## src/modulo_timer_pkg.sv

```systemverilog
// Package with register map, field layout, reset values and carrier types of the 8-bit modulo timer.
package modulo_timer_pkg;

    // Register word addresses on the plain register port.
    localparam logic [7:0] ADDR_TIMER_STATUS_CONTROL = 8'h00;
    localparam logic [7:0] ADDR_TIMER_CLOCK_CONFIG = 8'h01;
    localparam logic [7:0] ADDR_COUNT_VALUE = 8'h02;
    localparam logic [7:0] ADDR_MODULO_VALUE = 8'h03;

    // Status and control field positions.
    localparam int OVERFLOW_FLAG_BIT = 7;
    localparam int OVERFLOW_IRQ_ENABLE_BIT = 6;
    localparam int COUNTER_RESET_BIT = 5;
    localparam int COUNTER_STOP_BIT = 4;

    // Clock configuration field positions.
    localparam int CLOCK_SOURCE_SELECT_MSB = 5;
    localparam int CLOCK_SOURCE_SELECT_LSB = 4;
    localparam int PRESCALE_SELECT_MSB = 3;
    localparam int PRESCALE_SELECT_LSB = 0;

    // Clock source encodings.
    localparam logic [1:0] SOURCE_BUS_CLOCK = 2'h0;
    localparam logic [1:0] SOURCE_FIXED_FREQ_CLOCK = 2'h1;
    localparam logic [1:0] SOURCE_PIN_FALLING = 2'h2;
    localparam logic [1:0] SOURCE_PIN_RISING = 2'h3;

    // Prescale codes 0 to 8 give divide by 2 to the power of the code.
    localparam logic [3:0] PRESCALE_LARGEST_CODE = 4'h8;

    // Reset values.
    localparam logic [7:0] RESET_COUNT_VALUE = 8'h00;
    localparam logic [7:0] RESET_MODULO_VALUE = 8'h00;
    localparam logic [1:0] RESET_CLOCK_SOURCE_SELECT = SOURCE_BUS_CLOCK;
    localparam logic [3:0] RESET_PRESCALE_SELECT = 4'h0;
    localparam logic RESET_COUNTER_STOP = 1'b1;
    localparam logic [7:0] COUNT_MAXIMUM = 8'hFF;
    localparam logic [7:0] MODULO_FREE_RUNNING = 8'h00;
    localparam logic [7:0] READ_IDLE_VALUE = 8'h00;

    // One register port request.
    typedef struct packed {
        logic [7:0] address;
        logic [7:0] writeData;
        logic write;
        logic read;
    } bus_request_type;

    // Timer pins sampled from outside the clock domain.
    typedef struct packed {
        logic externalTimerClockPin;
        logic fixedFreqClock;
    } timer_pins_type;

endpackage

```

## src/timer_tick_source.sv

```systemverilog
// Clock source selector, pin synchronisers and nine-tap prescaler of the modulo timer.
`timescale 1ns/100ps
module timer_tick_source
    import modulo_timer_pkg::*;
(
    // Clock and reset.
    input wire logic clock,
    input wire logic rst,
    // Configuration from the register file.
    input wire logic [1:0] clockSourceSelect,
    input wire logic [3:0] prescaleSelect,
    input wire logic running,
    // Asynchronous timer pins.
    input wire timer_pins_type pins,
    // One-cycle count enable.
    output logic countTick
);

    typedef struct packed {
        logic [1:0] pinSync;
        logic pinPrevious;
        logic [1:0] fixedSync;
        logic fixedPrevious;
        logic [7:0] prescaleCount;
    } tick_state_type;

    tick_state_type state;
    tick_state_type next_state;
    logic sourceTick;
    logic [7:0] tapMask;

    // Codes above the largest listed code fall back to the widest divider.
    function automatic logic [7:0] prescale_mask(input logic [3:0] code);
        logic [3:0] used;
        used = (code > PRESCALE_LARGEST_CODE) ? PRESCALE_LARGEST_CODE : code;
        prescale_mask = 8'(9'h1FF >> (4'h9 - used));
    endfunction

    always_comb
    begin
        next_state = state;
        // Only the second stage of each synchroniser feeds the edge detectors.
        next_state.pinSync = {state.pinSync[0], pins.externalTimerClockPin};
        next_state.pinPrevious = state.pinSync[1];
        next_state.fixedSync = {state.fixedSync[0], pins.fixedFreqClock};
        next_state.fixedPrevious = state.fixedSync[1];
        case (clockSourceSelect)
            SOURCE_BUS_CLOCK: sourceTick = 1'b1;
            SOURCE_FIXED_FREQ_CLOCK: sourceTick = state.fixedSync[1] & ~state.fixedPrevious;
            SOURCE_PIN_FALLING: sourceTick = ~state.pinSync[1] & state.pinPrevious;
            default: sourceTick = state.pinSync[1] & ~state.pinPrevious;
        endcase
        tapMask = prescale_mask(prescaleSelect);
        countTick = running && sourceTick && ((state.prescaleCount & tapMask) == tapMask);
        // The prescaler is held at zero while stopped so a restart begins a whole period.
        if (!running)
        begin
            next_state.prescaleCount = 8'h00;
        end
        else if (sourceTick)
        begin
            next_state.prescaleCount = state.prescaleCount + 8'h01;
        end
    end

    always_ff @(posedge clock)
    begin
        if (rst)
        begin
            state <= '0;
        end
        else
        begin
            state <= next_state;
        end
    end

endmodule

```

## src/modulo_timer.sv

```systemverilog
// Top of the 8-bit modulo timer: register file, counter, overflow flag and interrupt request.
`timescale 1ns/100ps
//
// Operation
// - Three modes: stopped, free-running, modulo; stopped after reset until software starts it.
// - Running with nonzero modulo is modulo mode; zero modulo is free-running.
// - Reset clears count and modulo, selects bus clock and divide by one.
// - Writing status/control with stop bit clear starts counting.
// - Four count sources: bus clock, fixed clock, pin falling or rising edge.
// - Changing source while running keeps the count and continues.
// - Divide by 1 to 256 in powers of two; divisor change keeps the count.
// - Modulo 01 to FF is the compare value; zero means free-running.
// - Count increments at prescaled rate to modulo (FF when free-running), then wraps to zero.
// - Overflow flag sets when count goes from modulo value (FF when free-running) to zero.
// - Modulo write while running zeroes the count and clears the flag.
// - Writing zero to the flag clears it only after a read with flag set.
// - An overflow between read and write restarts the clearing sequence.
// - Writing one to counter reset or any modulo write clears the flag.
// - Interrupt request is flag and interrupt enable together.
// - Source field bits 5:4: bus, fixed, pin falling, pin rising.
// - Prescale field bits 3:0: codes 0 to 8 select 1 to 256, others 256.
// - Counter reset bit zeroes the count, is write-only and reads zero.
// - Stop bit freezes the count, clearing resumes; count register ignores writes.
module modulo_timer
    import modulo_timer_pkg::*;
(
    // Clock and reset.
    input wire logic clock,
    input wire logic rst,
    // Register port.
    input wire bus_request_type busRequest,
    output logic [7:0] readData,
    // Timer pins.
    input wire timer_pins_type pins,
    // Interrupt request.
    output logic overflowIrq
);

    typedef struct packed {
        logic [7:0] countValue;
        logic [7:0] moduloValue;
        logic counterStop;
        logic overflowIrqEnable;
        logic [1:0] clockSourceSelect;
        logic [3:0] prescaleSelect;
        logic overflowFlag;
        logic clearArmed;
        logic [7:0] readData;
    } timer_state_type;

    localparam timer_state_type RESET_STATE = '{
        countValue: RESET_COUNT_VALUE,
        moduloValue: RESET_MODULO_VALUE,
        counterStop: RESET_COUNTER_STOP,
        overflowIrqEnable: 1'b0,
        clockSourceSelect: RESET_CLOCK_SOURCE_SELECT,
        prescaleSelect: RESET_PRESCALE_SELECT,
        overflowFlag: 1'b0,
        clearArmed: 1'b0,
        readData: READ_IDLE_VALUE
    };

    timer_state_type state;
    timer_state_type next_state;
    logic countTick;
    logic counterReset;
    logic moduloWrite;
    logic clearRequest;
    logic atTop;
    logic overflowEvent;

    timer_tick_source tickSource
    (
        .clock(clock),
        .rst(rst),
        .clockSourceSelect(state.clockSourceSelect),
        .prescaleSelect(state.prescaleSelect),
        .running(!state.counterStop),
        .pins(pins),
        .countTick(countTick)
    );

    always_comb
    begin
        next_state = state;
        counterReset = 1'b0;
        moduloWrite = 1'b0;
        clearRequest = 1'b0;
        overflowEvent = 1'b0;
        // Read data stand only in the cycle after the read strobe.
        next_state.readData = READ_IDLE_VALUE;

        if (busRequest.read)
        begin
            if (busRequest.address == ADDR_TIMER_STATUS_CONTROL)
            begin
                next_state.readData[OVERFLOW_FLAG_BIT] = state.overflowFlag;
                next_state.readData[OVERFLOW_IRQ_ENABLE_BIT] = state.overflowIrqEnable;
                next_state.readData[COUNTER_RESET_BIT] = 1'b0;
                next_state.readData[COUNTER_STOP_BIT] = state.counterStop;
                // First step of the clearing sequence.
                if (state.overflowFlag)
                begin
                    next_state.clearArmed = 1'b1;
                end
            end
            else if (busRequest.address == ADDR_TIMER_CLOCK_CONFIG)
            begin
                next_state.readData[CLOCK_SOURCE_SELECT_MSB:CLOCK_SOURCE_SELECT_LSB] = state.clockSourceSelect;
                next_state.readData[PRESCALE_SELECT_MSB:PRESCALE_SELECT_LSB] = state.prescaleSelect;
            end
            else if (busRequest.address == ADDR_COUNT_VALUE)
            begin
                next_state.readData = state.countValue;
            end
            else if (busRequest.address == ADDR_MODULO_VALUE)
            begin
                next_state.readData = state.moduloValue;
            end
        end

        if (busRequest.write)
        begin
            if (busRequest.address == ADDR_TIMER_STATUS_CONTROL)
            begin
                next_state.overflowIrqEnable = busRequest.writeData[OVERFLOW_IRQ_ENABLE_BIT];
                next_state.counterStop = busRequest.writeData[COUNTER_STOP_BIT];
                counterReset = busRequest.writeData[COUNTER_RESET_BIT];
                // Second step: a zero written to the flag after an armed read.
                clearRequest = state.clearArmed && !busRequest.writeData[OVERFLOW_FLAG_BIT];
                next_state.clearArmed = 1'b0;
            end
            else if (busRequest.address == ADDR_TIMER_CLOCK_CONFIG)
            begin
                // The count is left alone so counting continues with the new setting.
                next_state.clockSourceSelect =
                    busRequest.writeData[CLOCK_SOURCE_SELECT_MSB:CLOCK_SOURCE_SELECT_LSB];
                next_state.prescaleSelect = busRequest.writeData[PRESCALE_SELECT_MSB:PRESCALE_SELECT_LSB];
            end
            else if (busRequest.address == ADDR_MODULO_VALUE)
            begin
                next_state.moduloValue = busRequest.writeData;
                moduloWrite = 1'b1;
            end
            // Writes to the count register have no effect.
        end

        // Zero modulo wraps at the top of the range, otherwise at the modulo value.
        if (state.moduloValue == MODULO_FREE_RUNNING)
        begin
            atTop = state.countValue == COUNT_MAXIMUM;
        end
        else
        begin
            atTop = state.countValue == state.moduloValue;
        end

        // A counter reset or modulo write in the same cycle as a tick wins, so no overflow is seen.
        if (counterReset || moduloWrite)
        begin
            next_state.countValue = RESET_COUNT_VALUE;
            next_state.overflowFlag = 1'b0;
            next_state.clearArmed = 1'b0;
        end
        else
        begin
            if (!state.counterStop && countTick)
            begin
                if (atTop)
                begin
                    next_state.countValue = RESET_COUNT_VALUE;
                    overflowEvent = 1'b1;
                end
                else
                begin
                    next_state.countValue = state.countValue + 8'h01;
                end
            end
            if (overflowEvent)
            begin
                // A fresh overflow sets the flag and disarms any pending clear.
                next_state.overflowFlag = 1'b1;
                next_state.clearArmed = 1'b0;
            end
            else if (clearRequest)
            begin
                next_state.overflowFlag = 1'b0;
            end
        end
    end

    always_ff @(posedge clock)
    begin
        if (rst)
        begin
            state <= RESET_STATE;
        end
        else
        begin
            state <= next_state;
        end
    end

    assign readData = state.readData;
    // Software must not enable this while the flag is set, or it fires at once.
    assign overflowIrq = state.overflowFlag && state.overflowIrqEnable;

endmodule

```

## config.mk

```make
export PLATFORM = sky130hd
export DESIGN_NAME = modulo_timer
export DESIGN_NICKNAME = d
export VERILOG_FILES = /design/src/modulo_timer_pkg.sv /design/src/timer_tick_source.sv /design/src/modulo_timer.sv
export SDC_FILE = /design/constraint.sdc
export NUM_CORES = 1
export LEC_CHECK = 0
export ABC_AREA = 0
export CELL_PAD_IN_SITES_DETAIL_PLACEMENT = 1
export CELL_PAD_IN_SITES_GLOBAL_PLACEMENT = 2
export CORE_MARGIN = 2
export CORE_UTILIZATION = 35
export CTS_CLUSTER_DIAMETER = 120
export CTS_CLUSTER_SIZE = 30
export DETAILED_ROUTE_END_ITERATION = 6
export DONT_BUFFER_PORTS = 1
export MAX_ROUTING_LAYER = met4
export PLACE_DENSITY = 0.74
export SLEW_MARGIN = 20
export SYNTH_ARGS = -nofsm -noshare
export SYNTH_HDL_FRONTEND = slang
export SYNTH_SLANG_ARGS = --single-unit
```

## constraint.sdc

```tcl
create_clock -name clock -period 6.75 [get_ports clock]
set_input_delay 0.675 -clock clock [delete_from_list [all_inputs] [get_ports clock]]
set_output_delay 0.675 -clock clock [all_outputs]
set_load 0.05 [all_outputs]
```

==> summary.txt <==
Post-synth top flop = dfxtp_1
detailed-route via count = 1785
sequential area share after synthesis = 0.393
main area contributors after synthesis = dfxtp_1 39%, mux2i_1 7.0%, nor2_1 6.9%
Cell Rows = 30
Crit path largest cell delay = 0.48 ns
Die Wd = 87.5 um
Clock Latency Late Sink = 0.30 ns
clock sink count = 48
postcts setup bufs = 0
crit-path cells = nand2b_1, ha_1, nor4bb_1, o2111a_2, o221ai_2, or2_1, o31ai_4, a311oi_1
crit path DAT = 2.83 ns
Remaining Overflow, GRT = 0
Synth Area in XOR/XNOR = 0.0610
CTS tree = built
H-tree depth = 2
gp weighted congestion = 0.756
Final setup violation count = 0
Post-Syn Area per Cell = 9.08 um2
Tcrit/Tclk final = 0.393
largest net degree at the start of global routing = 26
Final #Nets = 284
vias per cell = 5.28
Tmin final = 2.65 ns
setup TNS = 0 ns
synthesis-stage register bit count = 48
number of global-route vias before repair = 1778
ys async rst share = 0
Yosys top cell by area = dfxtp_1
Inserted Clock Buffers = 5
WL final = 5570 um
die area = 7660 um2
Cell Area, Synth = 2440 um2
cts repair resizes = 0
Critical Path Slowest Stage Cell = o31ai_4
largest family of logic cells by synthesized area = simple AND/OR/NAND/NOR gates
final setup margin = 4.10 ns
Pwr Density = 200 nW/um2
share of layout cells above drive strength 1 = 0.101
worst hold margin = 0.428 ns
initial antenna violation count = 0
ANT cells = 0
EDFF count, synth = 0
cts hold-fix bufs = 0
Buf+Inv Stages, Crit Path = 0
slew margin rel. = 0.628
post-synth net total = 296
worst min path class = in2reg
cell family with most CP delay = compound AO/OA/AOI/OAI gates
CP max FO = 9
Core ar. = 6760 um2
maxcap violations = 0
status = finished clean
io pins = 31
RSZ-0062 raised after global routing = no
Global Route Usage Sum = 0.160
Post-Place Cells = 330
Crit Path Class = reg2reg
Worst Setup Start Kind = flip-flop
multiplexer area fraction after synthesis = 0.102
non-filler instance count after layout = 338
Bufs on Longest Clock Path = 2
Syn-to-layout area delta = 4.05%
fmax = 377 MHz
slew at the pin closest to its max-slew limit = 0.553 ns
Setup WS pre-CTS = 4.12 ns
Buffers on Ports = 0
first-pass detailed-route iteration total = 4
Post-Synthesis Cells = 269
DP Wirelength = 4240 um
synth warn = 0
Crit. End Element = flip-flop
Synth top area share = 0.393
maximum VDD drop = 0.0813 mV
DRC = 0
Worst Skew = 0.00358 ns
CTS Root Cell = clkbuf_8
leakage power = 0.976 nW
ANT nets after route = 0
adder and majority gate portion of the synthesized area = 0.0256
final hold vios = 0
first-pass GRT wire length = 9180 um
Req. time, crit path = 6.93 ns
Pins Over Slew Limit = 0
Synth Area in Compound Gates = 0.132
WL per Instance = 16.5 um
starting density of the core = 0.361
distinct cell type count after synthesis = 52
clock-pin slew on the worst setup and hold paths = 0.09 ns
Die Ht = 87.5 um
initial DRC count = 52
Post-Synth Simple-Gate Area = 0.230
==> logic make-up (layout without fill, tap and decap cells) <==
family	after synthesis	count (layout)
simple gates	107	107
flops	48	48
compound gates	43	43
buf+inv	25	14
mux	24	24
xor+xnor	17	17
fa+ha+maj	5	5
==> cell usage after synthesis (3+ instances only) <==
master     n
a21oi_1   10
xnor2_1   11
nand3_1    5
dfxtp_1   48
a31oi_1    3
buf_1      4
buf_4      8
nand2b_1   5
mux2i_1   17
xor2_1     6
nor2_1    45
nor3_1     5
a211o_1    3
mux2_2     7
nor2b_1    7
a22oi_1    9
inv_1      6
clkbuf_1   5
nand2_1   13
or2_2      3
and2_1     4
nor4bb_1   3
ha_1       5
==> layout make-up <==
cell class | instances | area [um2]
Sequential cell | 48 | 961
Inverter | 6 | 22.5
Clock inverter | 3 | 46.3
Clock buffer | 5 | 68.8
Tap cell | 80 | 100
Multi-Input combinational cell | 196 | 1340
Fill cell | 780 | 4220
==> stage by stage <==
step                total power [mW]  cell area (um2)   util
finish                         0.509             2540  0.376
global route                   0.530             2540  0.376
CTS                            0.517             2540  0.376
detailed placement             0.301             2430  0.359
global placement               0.301             2430  0.359
floorplan                      0.302             2440      -
==> registers in the layout (all words and copies together) (netlist names) <==
register and flops:
readData 8, tickSource.state 10, state 26, tickSource.next_state 4
==> cell usage in the layout, fill, tap and decap left out, types with 6 or more instances in the layout <==
cell,instances
inv_1,6
mux2i_1,17
nor2_1,45
nor2b_1,7
a22oi_1,9
a21oi_1,10
xnor2_1,11
xor2_1,6
nand2_1,13
mux2_2,7
dfxtp_1,48
==> layer usage <==
layer  up-vias  GRT usage  routed length (um)  share of wire
met3         5     0.0452                 304          0.055
li1        914          -                   -              -
met4         0     0.0420                  62          0.011
met1       830      0.213                2780           0.50
met2        36      0.240                2430           0.44
met5         -          -                   0              0
==> power by group <==
| part | leakage, nW | switching [mW] | internal [mW] | total (mW) |
|---|---|---|---|---|
| Sequential | 0.388 | 0.000703 | 0.284 | 0.285 |
| Combinational | 0.534 | 0.00483 | 0.00434 | 0.00917 |
| Clock | 0.0548 | 0.103 | 0.112 | 0.215 |
| Total | 0.976 | 0.109 | 0.401 | 0.509 |
==> final timing paths <==
kind,start,end,slack [ns],cells past startpoint
max reg2reg,state[13]$_SDFFE_PP0P_,state[8]$_SDFF_PP0_,4.10,8
max,state[13]$_SDFFE_PP0P_,state[8]$_SDFF_PP0_,4.10,8
min,rst,tickSource.state[11]$_SDFF_PP0_,0.43,1
min reg2reg,tickSource.next_state[13]$_SDFF_PP0_,tickSource.next_state[11]$_SDFF_PP0_,0.45,1
(Power assumes the default switching activity.)
